===== src/inc/ctc_pkg.sv =====
/*
  Package for the capture timer control block: register offsets, field
  positions, reset values and shared types.
  Assumes a 32-bit APB register bus and a single 25 MHz system clock.
*/
package ctc_pkg;

  // ==========================================================================
  // Register offsets (byte addresses)
  // ==========================================================================
  localparam logic [7:0] OFF_CONTROL    = 8'h00;
  localparam logic [7:0] OFF_CAPCFG_LO  = 8'h04;
  localparam logic [7:0] OFF_COUNT      = 8'h0C;
  localparam logic [7:0] OFF_CAPTURE0   = 8'h10;
  localparam logic [7:0] OFF_IRQ_STATUS = 8'h40;
  localparam logic [7:0] OFF_IRQ_MASK   = 8'h44;

  // ==========================================================================
  // Control register fields
  // ==========================================================================
  localparam int CTL_POWER_BIT = 0;
  localparam int CTL_RUN_BIT   = 1;
  localparam int CTL_CLEAR_BIT = 2;

  // ==========================================================================
  // Capture configuration fields (channel n at base 8*n)
  // ==========================================================================
  localparam int CFG_EDGE_POS  = 0;
  localparam int CFG_SKIP_POS  = 2;
  localparam int CFG_FCLK_POS  = 5;
  localparam int CFG_CH_STRIDE = 8;

  // ==========================================================================
  // Interrupt status bits
  // ==========================================================================
  localparam int IRQ_WRAP_BIT = 0;
  localparam int IRQ_CAP_BIT  = 1;   // Channel n capture at bit 1+n

  // ==========================================================================
  // Reset values
  // ==========================================================================
  localparam logic [31:0] RST_CONTROL = 32'h0000_0000;
  localparam logic [31:0] RST_CAPCFG  = 32'h0000_0000;
  localparam logic [31:0] RST_COUNT   = 32'h0000_0000;
  localparam logic [31:0] COUNT_MAX   = 32'hFFFF_FFFF;

  // ==========================================================================
  // Types
  // ==========================================================================
  typedef enum logic [1:0] {
    EDGE_FALL = 2'h0,
    EDGE_RISE = 2'h1,
    EDGE_BOTH = 2'h2,
    EDGE_OFF  = 2'h3
  } ctc_edge_t;

  typedef enum logic [1:0] {
    CLR_IDLE = 2'h0,
    CLR_BUSY = 2'h1,
    CLR_DONE = 2'h3
  } ctc_clr_state_t;

  typedef struct packed {
    logic       sel;
    logic       enable;
    logic       write;
    logic [7:0] addr;
    logic [31:0] wdata;
  } ctc_apb_req_t;

  typedef struct packed {
    logic [2:0] filterClock;
    logic [1:0] spare;
    logic       filterSkip;
    ctc_edge_t  trigEdge;
  } ctc_chan_cfg_t;

endpackage : ctc_pkg


===== src/hdl/ctc_top.sv =====
/*
  Capture timer control: 32-bit free-running counter with run, clear and
  power controls, four capture channels with edge select, noise filter and
  filter clock select, APB register slave and one level interrupt.
  Assumes capture inputs are asynchronous pins and the bus runs on clk.
*/
//
// Function
// - Clear request stops counter, zeroes count
// - Clear bit self-clears when clear completes
// - Clear write keeps run; run cleared after
// - Run bit starts/stops counting, count kept
// - Counter resets zero, increments, wraps around
// - Count writable only while run is zero
// - Power bit zero stops counter, filters and capture; clear still runs
// - Three-bit filter clock select per channel
// - Bypass bit routes synchronised input past filter
// - Selected edge copies count into capture
// - Edge codes: fall, rise, both, disabled
// - Counter wrap raises timer interrupt event
`timescale 1ns/1ps

module ctc_top #(
  parameter int         NumChan     = 4,
  parameter int         FilterLen   = 3,
  parameter logic [7:0] FiltDiv [8] = '{8'h01, 8'h02, 8'h04, 8'h08,
                                        8'h10, 8'h20, 8'h40, 8'h80}
) (
  input  wire logic               clk,        // System clock, 25 MHz
  input  wire logic               reset,      // Synchronous reset, active high
  input  wire logic               psel,       // APB select
  input  wire logic               penable,    // APB enable
  input  wire logic               pwrite,     // APB direction
  input  wire logic [7:0]         paddr,      // APB byte address
  input  wire logic [31:0]        pwdata,     // APB write data
  output logic                    pready,     // APB ready
  output logic [31:0]             prdata,     // APB read data
  output logic                    pslverr,    // APB error on unmapped address
  input  wire logic [NumChan-1:0] captureIn,  // Capture input pins
  output logic                    irq,        // Level interrupt
  output logic                    wrapEvent   // Wrap pulse to aggregator
);

  if (NumChan < 1 || NumChan > 4) begin : gNumChanCheck
    $error("NumChan must be 1 to 4");
  end
  if (FilterLen < 2 || FilterLen > 8) begin : gFilterLenCheck
    $error("FilterLen must be 2 to 8");
  end

  // ==========================================================================
  // Bus decode
  // ==========================================================================
  ctc_pkg::ctc_apb_req_t req;
  logic                  wrAcc;
  logic                  rdSetup;
  logic                  mapped;

  assign req    = '{psel, penable, pwrite, paddr, pwdata};
  assign pready = 1'b1;
  assign mapped = (req.addr == ctc_pkg::OFF_CONTROL)  || (req.addr == ctc_pkg::OFF_CAPCFG_LO) ||
                  (req.addr == ctc_pkg::OFF_COUNT)    || (req.addr == ctc_pkg::OFF_IRQ_STATUS) ||
                  (req.addr == ctc_pkg::OFF_IRQ_MASK) ||
                  (req.addr >= ctc_pkg::OFF_CAPTURE0 &&
                   req.addr <  ctc_pkg::OFF_CAPTURE0 + 8'(4 * NumChan) && req.addr[1:0] == 2'h0);
  assign pslverr = req.sel && req.enable && !mapped;
  assign wrAcc   = req.sel && req.enable && req.write && mapped;
  assign rdSetup = req.sel && !req.enable && !req.write;

  // ==========================================================================
  // Input synchronisers
  // ==========================================================================
  logic [NumChan-1:0] syncA_r;
  logic [NumChan-1:0] syncB_r;

  always_ff @(posedge clk) begin
    if (reset) begin
      syncA_r <= '0;
      syncB_r <= '0;
    end else begin
      syncA_r <= captureIn;
      syncB_r <= syncA_r;
    end
  end

  // ==========================================================================
  // Registers
  // ==========================================================================
  logic                         power_r, power_nxt;
  logic                         run_r, run_nxt;
  logic                         clear_r, clear_nxt;
  ctc_pkg::ctc_clr_state_t      clrSt_r, clrSt_nxt;
  logic [31:0]                  cfg_r, cfg_nxt;
  logic [31:0]                  count_r, count_nxt;
  logic [NumChan:0]             status_r, status_nxt;
  logic [NumChan:0]             mask_r, mask_nxt;
  logic [31:0]                  cap_r [NumChan];
  logic [31:0]                  cap_nxt [NumChan];
  logic [NumChan-1:0]           filt_r, filt_nxt;
  logic [NumChan-1:0]           prev_r, prev_nxt;
  logic [FilterLen-1:0]         shift_r [NumChan];
  logic [FilterLen-1:0]         shift_nxt [NumChan];
  logic [7:0]                   div_r [NumChan];
  logic [7:0]                   div_nxt [NumChan];
  logic                         wrap_r, wrap_nxt;
  logic [31:0]                  rdata_r, rdata_nxt;

  ctc_pkg::ctc_chan_cfg_t       chCfg [NumChan];
  logic [NumChan-1:0]           chanIn;
  logic [NumChan-1:0]           capHit;
  logic                         wrapNow;

  // ==========================================================================
  // Channel filters and edge detection
  // ==========================================================================
  always_comb begin
    for (int n = 0; n < NumChan; n++) begin
      chCfg[n]     = cfg_r[n*ctc_pkg::CFG_CH_STRIDE +: ctc_pkg::CFG_CH_STRIDE];
      shift_nxt[n] = shift_r[n];
      div_nxt[n]   = div_r[n];
      filt_nxt[n]  = filt_r[n];
      if (power_r) begin
        if (div_r[n] >= FiltDiv[chCfg[n].filterClock] - 8'h01) begin
          div_nxt[n]   = 8'h00;
          shift_nxt[n] = {shift_r[n][FilterLen-2:0], syncB_r[n]};
          if (&shift_nxt[n])
            filt_nxt[n] = 1'b1;
          else if (~|shift_nxt[n])
            filt_nxt[n] = 1'b0;
        end else begin
          div_nxt[n] = div_r[n] + 8'h01;
        end
      end
      chanIn[n]   = chCfg[n].filterSkip ? syncB_r[n] : filt_r[n];
      prev_nxt[n] = chanIn[n];
      case (chCfg[n].trigEdge)
        ctc_pkg::EDGE_FALL: capHit[n] = prev_r[n] && !chanIn[n];
        ctc_pkg::EDGE_RISE: capHit[n] = !prev_r[n] && chanIn[n];
        ctc_pkg::EDGE_BOTH: capHit[n] = prev_r[n] != chanIn[n];
        default:            capHit[n] = 1'b0;
      endcase
      capHit[n]  = capHit[n] && power_r;
      cap_nxt[n] = capHit[n] ? count_r : cap_r[n];
    end
  end

  // ==========================================================================
  // Control, counter and interrupt next state
  // ==========================================================================
  always_comb begin
    power_nxt  = power_r;
    run_nxt    = run_r;
    clear_nxt  = clear_r;
    clrSt_nxt  = clrSt_r;
    cfg_nxt    = cfg_r;
    count_nxt  = count_r;
    mask_nxt   = mask_r;
    status_nxt = status_r;
    wrapNow    = 1'b0;

    if (wrAcc && req.addr == ctc_pkg::OFF_CONTROL) begin
      power_nxt = req.wdata[ctc_pkg::CTL_POWER_BIT];
      if (req.wdata[ctc_pkg::CTL_CLEAR_BIT])
        clear_nxt = 1'b1;
      else
        run_nxt = req.wdata[ctc_pkg::CTL_RUN_BIT];
    end
    if (wrAcc && req.addr == ctc_pkg::OFF_CAPCFG_LO)
      cfg_nxt = req.wdata;
    if (wrAcc && req.addr == ctc_pkg::OFF_IRQ_MASK)
      mask_nxt = req.wdata[NumChan:0];

    case (clrSt_r)
      ctc_pkg::CLR_IDLE: if (clear_r) clrSt_nxt = ctc_pkg::CLR_BUSY;
      ctc_pkg::CLR_BUSY: begin
        count_nxt = ctc_pkg::RST_COUNT;
        clrSt_nxt = ctc_pkg::CLR_DONE;
      end
      ctc_pkg::CLR_DONE: begin
        clear_nxt = 1'b0;
        run_nxt   = 1'b0;
        clrSt_nxt = ctc_pkg::CLR_IDLE;
      end
      default: clrSt_nxt = ctc_pkg::CLR_IDLE;
    endcase

    if (clrSt_r == ctc_pkg::CLR_IDLE && !clear_r && power_r) begin
      if (run_r) begin
        count_nxt = count_r + 32'h0000_0001;
        wrapNow   = (count_r == ctc_pkg::COUNT_MAX);
      end else if (wrAcc && req.addr == ctc_pkg::OFF_COUNT) begin
        count_nxt = req.wdata;
      end
    end

    if (wrAcc && req.addr == ctc_pkg::OFF_IRQ_STATUS)
      status_nxt = status_r & ~req.wdata[NumChan:0];
    if (wrapNow)
      status_nxt[ctc_pkg::IRQ_WRAP_BIT] = 1'b1;
    for (int n = 0; n < NumChan; n++)
      if (capHit[n])
        status_nxt[ctc_pkg::IRQ_CAP_BIT + n] = 1'b1;
    wrap_nxt = wrapNow;
  end

  // ==========================================================================
  // Read mux
  // ==========================================================================
  always_comb begin
    rdata_nxt = 32'h0000_0000;
    if (rdSetup) begin
      case (req.addr)
        ctc_pkg::OFF_CONTROL:    rdata_nxt = {29'h0, clear_r, run_r, power_r};
        ctc_pkg::OFF_CAPCFG_LO:  rdata_nxt = cfg_r;
        ctc_pkg::OFF_COUNT:      rdata_nxt = count_r;
        ctc_pkg::OFF_IRQ_STATUS: rdata_nxt = 32'(status_r);
        ctc_pkg::OFF_IRQ_MASK:   rdata_nxt = 32'(mask_r);
        default: begin
          for (int n = 0; n < NumChan; n++)
            if (req.addr == ctc_pkg::OFF_CAPTURE0 + 8'(4 * n))
              rdata_nxt = cap_r[n];
        end
      endcase
    end
  end

  // Read data is latched in the setup cycle and held through the access phase
  assign prdata    = rdata_r;
  assign irq       = |(status_r & mask_r);
  assign wrapEvent = wrap_r;

  // ==========================================================================
  // State registers
  // ==========================================================================
  always_ff @(posedge clk) begin
    if (reset) begin
      power_r  <= ctc_pkg::RST_CONTROL[ctc_pkg::CTL_POWER_BIT];
      run_r    <= ctc_pkg::RST_CONTROL[ctc_pkg::CTL_RUN_BIT];
      clear_r  <= ctc_pkg::RST_CONTROL[ctc_pkg::CTL_CLEAR_BIT];
      clrSt_r  <= ctc_pkg::CLR_IDLE;
      cfg_r    <= ctc_pkg::RST_CAPCFG;
      count_r  <= ctc_pkg::RST_COUNT;
      status_r <= '0;
      mask_r   <= '0;
      filt_r   <= '0;
      prev_r   <= '0;
      wrap_r   <= 1'b0;
      rdata_r  <= 32'h0000_0000;
      for (int n = 0; n < NumChan; n++) begin
        cap_r[n]   <= 32'h0000_0000;
        shift_r[n] <= '0;
        div_r[n]   <= 8'h00;
      end
    end else begin
      power_r  <= power_nxt;
      run_r    <= run_nxt;
      clear_r  <= clear_nxt;
      clrSt_r  <= clrSt_nxt;
      cfg_r    <= cfg_nxt;
      count_r  <= count_nxt;
      status_r <= status_nxt;
      mask_r   <= mask_nxt;
      filt_r   <= filt_nxt;
      prev_r   <= prev_nxt;
      wrap_r   <= wrap_nxt;
      rdata_r  <= rdata_nxt;
      for (int n = 0; n < NumChan; n++) begin
        cap_r[n]   <= cap_nxt[n];
        shift_r[n] <= shift_nxt[n];
        div_r[n]   <= div_nxt[n];
      end
    end
  end

  // ==========================================================================
  // Assertions
  // ==========================================================================
  clear_zero_a: assert property (@(posedge clk) disable iff (reset)
    clrSt_r == ctc_pkg::CLR_BUSY |=> count_r == 32'h0000_0000)
    else $error("count not zero after clear");
  clear_self_a: assert property (@(posedge clk) disable iff (reset)
    $rose(clear_r) |-> ##[1:3] !clear_r)
    else $error("clear bit did not self-clear");
  clear_run_a: assert property (@(posedge clk) disable iff (reset)
    $fell(clear_r) |-> !run_r)
    else $error("run still set after clear");
  run_hold_a: assert property (@(posedge clk) disable iff (reset)
    !run_r && clrSt_r == ctc_pkg::CLR_IDLE && !wrAcc |=> $stable(count_r))
    else $error("stopped counter moved");
  count_inc_a: assert property (@(posedge clk) disable iff (reset)
    run_r && power_r && !clear_r && clrSt_r == ctc_pkg::CLR_IDLE
    |=> count_r == $past(count_r) + 32'h0000_0001)
    else $error("counter did not increment");
  count_lock_a: assert property (@(posedge clk) disable iff (reset)
    run_r && wrAcc && req.addr == ctc_pkg::OFF_COUNT && clrSt_r == ctc_pkg::CLR_IDLE
    && !clear_r && power_r |=> count_r == $past(count_r) + 32'h0000_0001)
    else $error("count written while running");
  power_gate_a: assert property (@(posedge clk) disable iff (reset)
    !power_r && !wrAcc |=> $stable(count_r) && $stable(status_r[NumChan:1]))
    else $error("activity while unpowered");
  capture_copy_a: assert property (@(posedge clk) disable iff (reset)
    capHit[0] |=> cap_r[0] == $past(count_r))
    else $error("capture missed count");
  edge_off_a: assert property (@(posedge clk) disable iff (reset)
    chCfg[0].trigEdge == ctc_pkg::EDGE_OFF |-> !capHit[0])
    else $error("capture while disabled");
  wrap_irq_a: assert property (@(posedge clk) disable iff (reset)
    wrapNow |=> wrapEvent && status_r[0] && count_r == 32'h0000_0000)
    else $error("wrap event missing");

endmodule : ctc_top


===== config.mk =====
export PLATFORM = sky130hd
export DESIGN_NAME = ctc_top
export DESIGN_NICKNAME = d
export VERILOG_FILES = /design/src/inc/ctc_pkg.sv /design/src/hdl/ctc_top.sv
export SDC_FILE = /design/constraint.sdc
export NUM_CORES = 1
export LEC_CHECK = 0
export BUFFER_PORTS_ARGS = -buffer_cell sky130_fd_sc_hd__buf_4
export CORE_ASPECT_RATIO = 0.8
export CORE_MARGIN = 2
export CORE_UTILIZATION = 30
export DETAILED_ROUTE_END_ITERATION = 7
export SETUP_SLACK_MARGIN = 0.05
export SLEW_MARGIN = 20
export SYNTH_ARGS = -nofsm -noshare
export SYNTH_HDL_FRONTEND = slang
export SYNTH_SLANG_ARGS = --single-unit

===== constraint.sdc =====
create_clock -name clk -period 2.7 [get_ports clk]
set_input_delay 0.135 -clock clk [delete_from_list [all_inputs] [get_ports clk]]
set_output_delay 0.135 -clock clk [all_outputs]
set_load 0.05 [all_outputs]

### Word level (Yosys, flattened, before mapping)

Memory sizes are Yosys's and may differ from the RTL's.
Index checks and enable logic that the tools add are counted.

* output and inout port bits: 36
* memory bits (writable): 172
* register bits after elaboration: 128
* bits in latches: 0
* ROM bits: 256
* bits of input ports: 49
* memories kept: 7
* word-level logic and storage cells: 247

* divide/modulo/power cells: 0
* multiplexer cells: 78
* bitwise gates (word level): 21
* shift operators: 0
* eq/ne operators: 28
* magnitude comparators: 10
* add/sub/neg operators: 9
* $mul: 0
* reduce and logical (&&, ||, !) cells: 73

Memories
* cap_r: depth 4, width 32, rd ports 4, clocked after Yosys merged registers in 0, wr ports 4, line ctc_top.sv:97 `logic [31:0] cap_r [NumChan];`
* (name not given): depth 8, width 8, rd ports 1, clocked after Yosys merged registers in 0, wr ports 0, line ctc_top.sv:123 `if (div_r[n] >= FiltDiv[chCfg[n].filterClock] - 8'h01) begin`
* (name not given): depth 8, width 8, rd ports 1, clocked after Yosys merged registers in 0, wr ports 0, line ctc_top.sv:123
* (name not given): depth 8, width 8, rd ports 1, clocked after Yosys merged registers in 0, wr ports 0, line ctc_top.sv:123
* (name not given): depth 8, width 8, rd ports 1, clocked after Yosys merged registers in 0, wr ports 0, line ctc_top.sv:123
* div_r: depth 4, width 8, rd ports 4, clocked after Yosys merged registers in 0, wr ports 4, line ctc_top.sv:103 `logic [7:0] div_r [NumChan];`
* +1 memories

Operators by type and width (count)
* $mux W32: 16
* $mux W8: 20
* $pmux W32 S5: 1
* $mux W3: 12
* $add A32 B1 Y32 const B: 1
* $add A8 B1 Y8 const B: 4
* $eq A32 B32 Y1 const B: 1
* $eq A8 B5 Y1 const B: 4
* $ge A8 B8 Y1: 4
* $sub A8 B1 Y8 const B: 4
* $logic_and A1 B1 Y1: 27
* $reduce_and A3 Y1: 8
* $mux W1: 22
* $eq A8 B7 Y1 const B: 2
* $ge A4 B4 Y1 const B: 4
* $not A3 Y4: 4
* $logic_not A1 Y1: 12
* $logic_not A2 Y1: 6
* $or A1 B1 Y1: 12
* $pmux W1 S3: 4
* $reduce_or A3 Y1: 4
* $and A5 B5 Y5: 2
* $eq A2 B1 Y1 const B: 5
* $eq A2 B2 Y1 const B: 5
* other kinds (17): 35

### Logic depth before layout (Yosys ltp)

Gate-level depths: netlist of the first run.

* word-level depth: 11
* mapped depth: 10
* gate-level depth less buffers: 9

### Worst setup path after synthesis of the first run

No wires, ideal clock.

* path kind: register -> register
* start point: register cfg_r[31]
* end point: memory div_r[3][0]
* data required time: 2.636 ns
* buffers on the path: 2
* setup slack: 0.336 ns
* clock period less this slack: 2.364 ns
* data arrival time: 2.299 ns
* cell stages (with the launch flop): 11
* setup time: 0.064 ns
* cells stage by stage: dfxtp_1 -> clkbuf_1 -> or3_1 -> ha_1 -> nor2b_1 -> o21ai_0 -> a221oi_1 -> o22ai_1 -> or2_2 -> clkbuf_1 -> nor2_1

RTL lines
* start: declaration: line ctc_top.sv:93 `logic [31:0] cfg_r, cfg_nxt;`
* start signal: assignment: line ctc_top.sv:241 `cfg_r <= ctc_pkg::RST_CAPCFG;`
* start signal: assignment: line ctc_top.sv:259 `cfg_r <= cfg_nxt;`
* end: declaration: line ctc_top.sv:103

==> results of run 1 <==
-- metal layers --
metal	vias to the layer above	share of wire	routed length, um
met5	-	0	0
met4	0	0.029	1250
met3	73	0.068	2950
met2	406	0.42	18400
met1	5948	0.48	21000
li1	5830	-	-
-- kinds of logic after synthesis --
group | count (synthesis) | synth area share
compound gates | 288 | 0.134
xor+xnor | 36 | 0.0222
fa+ha+maj | 45 | 0.0396
buf+inv | 170 | 0.0505
flops | 296 | 0.417
mux | 205 | 0.144
other cells | 1 | 0.000264
simple gates | 574 | 0.192
-- cells in the mapped netlist (19+ instances only) --
cell type	count
buf_2	35
nor2b_1	19
nor2_1	252
nand2_1	147
a221oi_1	33
inv_1	35
dfxtp_1	296
a21oi_1	94
nand3_1	42
o21ai_0	43
o22ai_1	30
clkbuf_1	89
mux2i_1	205
ha_1	45
-- placed cells by master, fill, tap and decap left out, types with 6 or more instances in the layout --
master,synthesis,final
a211oi_1,8,8
a21o_1,8,8
a21oi_1,94,94
a221oi_1,33,33
a222oi_1,6,6
a31oi_1,12,12
and3_1,18,18
and4_1,8,8
buf_12,0,6
buf_4,7,127
clkbuf_1,89,8
clkbuf_16,0,31
clkbuf_8,0,8
dfxtp_1,296,296
dlygate4sd3_1,0,36
ha_1,45,45
inv_1,35,35
mux2i_1,205,205
nand2_1,147,143
nand2_2,2,6
nand3_1,42,42
nand4_1,16,16
nor2_1,252,252
nor2b_1,19,19
nor3_1,17,17
o21ai_0,43,43
o22ai_1,30,30
or3_1,6,6
xnor2_1,18,18
xor2_1,18,18
-- worst max-delay path, cell delays in order, from the launching register on --
cell,delay [ns]
dfxtp_1,0.39
or3_1,0.38
ha_1,0.28
nor2b_1,0.12
o21ai_0,0.11
a221oi_1,0.33
o22ai_1,0.26
or2_2,0.41
nor2_1,0.13
-- power by group --
group          total (mW)  switching, mW  internal (mW)
logic               0.337          0.207          0.130
registers            4.38        0.00434           4.37
clock network        4.20           1.80           2.41
-- metrics by stage --
step | utilization | setup WS (ns) | hold slack (ns) | cells | instance area [sq um]
finish | 0.359 | 0.227 | 0.0960 | 2328 | 16800
detailed placement | 0.331 | 0.230 | 0.352 | 2239 | 15500
global placement | 0.331 | 0.349 | 0.361 | 2239 | 15500
CTS | 0.359 | 0.217 | 0.0724 | 2327 | 16800
floorplan | - | 0.336 | 0.244 | 1619 | 14200
global route | 0.359 | 0.0519 | 0.0864 | 2327 | 16800
-- final cells by class --
| cell class | count | share of cell area |
|---|---|---|
| Antenna cell | 1 | 0.000149 |
| Clock buffer | 47 | 0.0544 |
| Clock inverter | 5 | 0.00342 |
| Inverter | 36 | 0.00802 |
| Multi-Input combinational cell | 1153 | 0.450 |
| Sequential cell | 296 | 0.352 |
| Tap cell | 620 | 0.0461 |
| Timing Repair Buffer | 170 | 0.0858 |
-- registers in the layout, summed over array words and instances, names as in the netlist --
signal / count
wrapEvent: 1
run_r: 1
prev_r: 4
cfg_r: 32
filt_r: 4
prdata: 32
shift_r: 8
mask_r: 5
div_r: 32
syncA_r: 4
count_r: 32
clrSt_r: 2
cap_r: 128
power_r: 1
clear_r: 1
syncB_r: 4
status_r: 5
-- path summary, 6_finish.rpt --
kind                                   end  slack [ns]  cells after the start
setup reg to reg  div_r[1][5]$_SDFFE_PP0P_        0.23                      8
hold / removal    status_r[0]$_SDFFE_PP0P_         0.1                      3
hold reg to reg     cfg_r[20]$_SDFFE_PP0P_        0.46                      2
setup / recovery  div_r[1][5]$_SDFFE_PP0P_        0.23                      8
-- what timing repair did --
item / CTS / global route
hold endpoints to repair: 65 / 0
hold buffers: 36 / 0
setup endpoints to repair: 0 / 0
==> implementation parameters, run 1 <==
Parameter                              Value

Outcome
  Run status    finished, final reports clean

Floorplanning
  Die area    ~49000 sq um
  Die width    about 250 um
  Starting utilization of the core area    0.303
  Die Span Y    199 um
  Number of top-level pins    85
  Std-Cell Core Area    ~47000 sq um
  Number of cell rows    71

Worst setup path
  Crit path DAT    2.98 ns
  Launch instance of the worst register-to-register path    cfg_r[14]$_SDFFE_PP0P_
  WP data required    around 3.2 ns
  Critical setup path kind    reg -> reg
  Launching element type of the critical path    register
  Startpoint of the most critical setup path    cfg_r[14]$_SDFFE_PP0P_
  Crit. End Element    register
  Maximum fanout count along the critical path    8

Place
  Final GP Congestion    between 0.8 and 0.9
  HPWL reported at the end of detailed placement    29200 um
  Port-buffer cells    just over 80

Synth
  Gate count of the mapped netlist    about 1600
  Distinct cell type count after synthesis    83
  Number of synthesized flops with an enable pin    0
  Netlist area before placement    ~14000 sq um
  Post-synthesis register bit count    296
  Average size of a mapped cell    between 8 and 9 sq um
  Flip-flop cell with the highest count after synthesis    dfxtp_1
  Synth area leaders    dfxtp_1 42%, mux2i_1 14%, nor2_1 6.7%
  Largest area contributor in the netlist    dfxtp_1
  Number of warnings reported in the yosys synthesis log    0
  Async S/R FF share, synth    0
  Post-synthesis sequential area ratio    0.417
  Share of the synthesized area in the top cell type    0.417

STA
  Number of slew-limit violations in the final report    0
  Share of the clock period used by the worst path    0.916
  Clock period minus worst slack    around 2.5 ns
  Setup violation total in the final timing report    0
  RSZ-0062 raised after global routing    false
  FMAX    around 400 MHz
  Setup TNS    0 ns
  Worst slew margin    0.494
  Slew at the pin with the worst max-slew slack    roughly 0.76 ns
  Number of failing hold endpoints at the final stage    0
  Clock skew    between 0.015 and 0.02 ns

Global route
  Via count of the first global-routing pass    11500
  Maximum number of pins on one net before global-route repair    167
  Total track usage    0.175
  GR Util met2    0.259
  Global route total overflow    0
  Wire length of the first global-routing pass    around 68000 um
  Most utilized layer in the global route result    met2
  Number of antenna violations at the first check in global routing    0
  Met3 Resource Use GR    0.0295
  Met1 usage in global routing    0.259

Detailed routing
  Avg Vias per Cell    between 5 and 6
  WL final    around 44000 um
  Iter 0 DRT Violations    ~1100
  Total via count after detailed routing    approximately 12000
  Per-cell routed wire length    roughly 19 um
  Final antenna-violating net count    0
  Final routed DRC violation total    0
  TritonRoute pass-1 iters    5

Layout
  Nets    about 1800
  Layout fillers    4778
  Area occupied by multi-input gates    7590 sq um
  Area used by sequential logic in the layout    5930 sq um
  Share of layout cells above drive strength 1    0.127
  Area delta synth->final    18.6%

Clock network
  # H-tree levels    1
  Clock tree from TritonCTS    yes
  Worst skew pair latency    between 0.5 and 0.6 ns
  Post-cts gate resize count    0
  Clock buffers created by TritonCTS    31
  Clock tree root driver cell    clkbuf_16
  CTS sink cnt    about 300
  Clock-pin slew of the registers on the worst-case setup and hold paths    approximately 0.06 ns
  Buffer depth of the longest clock path    3
  Setup fix buffers added after clock tree synthesis    0

Pwr
  Peak ir drop on the vdd network    between 0.4 and 0.5 mV
  Leakage component of the power    approximately 7.1 nW
  Pwr Density    529 nW/um^2
  Overall power    between 8 and 9 mW

Hold path
  Path type of the worst min-delay path    in -> reg
  Worst Hold Launch    reset

Run
  Number of violations of the max-capacitance limit    0
No activity file was read; power rests on OpenSTA's default activity.
==> inputs of run 2 (changes only) <==
PLACE_DENSITY_LB_ADDON = 0.05   (was unset)
clock period = 2.4 ns   (was 2.7 ns; I/O delays follow)
==> implementation parameters, run 2 (synthesis results as in run 1) <==
Parameter                              Value

Run
  Number of violations of the max-capacitance limit    0 (unchanged)

Detailed routing
  Total via count after detailed routing    12200 (-0.62%)
  Met2 Routed Length    20800 um (+13%)
  TritonRoute pass-1 iters    5 (unchanged)
  Per-cell routed wire length    19.6 um (+4.8%)
  Met3 wire len    1590 um (-46%)
  Highest metal layer with signal wires    met4
  Iter 0 DRT Violations    817 (-23%)
  WL final    47500 um (+8.9%)
  Avg Vias per Cell    5.03 (-4.4%)
  Met1 wire length    23900 um (+14%)
  Final antenna-violating net count    0 (unchanged)
  Final routed DRC violation total    0 (unchanged)

STA
  Number of slew-limit violations in the final report    0 (unchanged)
  Clock period minus worst slack    2.30 ns (-0.172 ns)
  Worst-case hold slack    0.183 ns (+0.0869 ns)
  Slew at the pin with the worst max-slew slack    0.779 ns (+0.0202 ns)
  RSZ-0062 raised after global routing    true
  Number of failing hold endpoints at the final stage    0 (unchanged)
  Setup TNS    0 ns (unchanged)
  Worst slew margin    0.480 (-0.0134)
  Clock skew    0.0196 ns (+0.00125 ns)
  FMAX    435 MHz (+7.5%)
  Worst Setup Slack, final    0.0992 ns (-0.128 ns)
  Share of the clock period used by the worst path    0.959 (+0.0427)
  Setup violation total in the final timing report    0 (unchanged)

Global route
  Global route total overflow    0 (unchanged)
  Via count of the first global-routing pass    12000 (+4.6%)
  Total track usage    0.195 (+0.0192)
  Maximum number of pins on one net before global-route repair    105 (-37%)
  Number of antenna violations at the first check in global routing    0 (unchanged)
  Wire length of the first global-routing pass    73600 um (+8.8%)

Worst setup path
  FF-to-FF path depth    7 (-1)
  Startpoint of the most critical setup path    cfg_r[21]$_SDFFE_PP0P_
  Worst setup path endpoint    filt_r[2]$_SDFFE_PP0P_
  Destination of the worst register-to-register timing path    filt_r[2]$_SDFFE_PP0P_
  Launch instance of the worst register-to-register path    cfg_r[21]$_SDFFE_PP0P_
  Crit. End Element    register
  R2R Setup Slk    0.1 ns (-0.13 ns)
  Critical setup path kind    reg -> reg
  Crit path DAT    2.66 ns (-0.32 ns)
  Launching element type of the critical path    register
  WP data required    2.76 ns (-0.45 ns)
  Maximum fanout count along the critical path    5 (-3)

Layout
  Nets    1872 (+5.1%)
  Max FFs per register    128 (unchanged)
  Share of layout cells above drive strength 1    0.180 (+0.0530)
  Post-route cell area    17800 sq um (+5.9%)
  Non-filler instance count after layout    2420 (+4.0%)
  Top register by number of flip-flops    cap_r
  Commonest non-fill, non-tap cells in the layout    295 x dfxtp_1, 252 x nor2_1, 203 x mux2i_1, 203 x buf_4, 143 x nand2_1
  Area delta synth->final    25.5%
  Util after Layout    0.380 (+0.0211)
  Area used by sequential logic in the layout    5930 sq um (about the same)
  Most common cell after layout, fill and taps aside    dfxtp_1
  Area occupied by multi-input gates    7670 sq um (+1.1%)
  Layout fillers    4827 (+1.0%)

Clock network
  Clock buffers created by TritonCTS    35 (+13%)
  Clock tree root driver cell    clkbuf_16
  CTS sink cnt    296 (unchanged)
  # H-tree levels    2 (+1)
  Worst skew pair latency    0.53 ns (-0.06 ns)
  Clock-pin slew of the registers on the worst-case setup and hold paths    0.07 ns (about the same)
  Buffer depth of the longest clock path    3 (unchanged)
  Clock tree from TritonCTS    yes

Pwr
  Cell internal power dissipation    8.25 mW (+19%)
  Switching power of the nets    2.38 mW (+19%)
  Overall power    10.6 mW (+19%)
  Peak ir drop on the vdd network    0.444 mV (about the same)
  Leakage component of the power    7.62 nW (+7.9%)
  Proportion of total power due to net switching    0.224 (-0.00116)
  Power share of the clock group    0.500 (+0.029)
  Pwr Density    596 nW/um^2 (+13%)
  Share of total power in sequential cells    0.463 (-0.028)
  Combinational cell fraction of total power    0.037 (about the same)

Place
  Total placed instance area    16200 sq um (+4.5%)
  HPWL reported at the end of detailed placement    32800 um (+12%)
  Placed instance count    2318 (+3.5%)
  Final GP Congestion    0.793 (-11%)
  Port-buffer cells    83 (unchanged)
  Pre-CTS setup slack    0.0216 ns (-0.208 ns)

Floorplanning
  Starting utilization of the core area    0.303 (unchanged)
  Number of cell rows    71 (unchanged)
  Std-Cell Core Area    46900 sq um (unchanged)
  Number of top-level pins    85 (unchanged)
  Die Span Y    199 um (unchanged)
  Die width    247 um (unchanged)
  Die area    49100 sq um (unchanged)

Outcome
  Run status    finished, final reports clean

Hold path
  Path type of the worst min-delay path    in -> reg
  Worst Hold Launch    paddr[4]
## run 2: cell types whose count changed in the layout (fill, tap and decap cells not counted), sizes merged
cell,before,now
buf,134,218
dlygate4sd3,36,38
clkinv,4,7
clkinvlp,0,1
clkbuf,47,50
inv,36,35
## run 2: power by group through the flow
| stage | Clock, mW | Combinational, mW | Sequential (mW) |
|---|---|---|---|
| after floorplan | 0 | 0.167 | 5.03 |
| after global placement | 0 | 0.350 | 5.03 |
| after detailed placement | 0 | 0.349 | 5.03 |
| after CTS | 5.48 | 0.398 | 4.92 |
| after global routing | 5.69 | 0.424 | 4.92 |
| final | 5.32 | 0.396 | 4.92 |
## run 2: per-layer routing
layer	up-vias	global-route usage
met5	-	0
met4	0	0.0508
met3	67	0.0232
met2	208	0.307
met1	5902	0.280
li1	6004	-
## run 2: critical path, cell delays in order, from the launching register on
cell       delay [ns]
dfxtp_1          0.31
or3_1            0.36
ha_1             0.28
nor2b_1          0.12
o21ai_1          0.09
a221oi_2         0.32
o22ai_2          0.18
a2111oi_1        0.48
## run 2: area by class of cell
cell class	count	area share
repair buffers	256	0.123
clock inverters	8	0.00379
well taps	620	0.0435
flip-flops and latches	296	0.332
multi-input cells	1153	0.430
inverters	36	0.00758
clock buffers	50	0.0597
diodes	1	0.000140
## run 2: worst min-delay path by stage
| stage | slack [ns] | endpoint | cells after the start |
|---|---|---|---|
| 3_5_place_dp | 0.34 | syncA_r[2]$_SDFF_PP0_ | 2 |
| 6_report | 0.18 | status_r[0]$_SDFFE_PP0P_ | 5 |
| 5_1_grt | 0.21 | status_r[0]$_SDFFE_PP0P_ | 5 |
| 2_1_floorplan | 0.23 | count_r[28]$_SDFF_PP0_ | 2 |
| 3_3_place_gp | 0.34 | syncA_r[0]$_SDFF_PP0_ | 2 |
| 4_1_cts | 0.17 | status_r[0]$_SDFFE_PP0P_ | 5 |
## run 2: timing repair
| item | CTS | global route |
|---|---|---|
| resized for setup | 4 | 15 |
| cloned | 0 | 0 |
| buffers inserted | 0 | 5 |
| hold buffers | 38 | 0 |
| pin swaps | 0 | 6 |
| hold endpoints to repair | 71 | 0 |
| endpoints found under the setup margin | 10 | 78 |
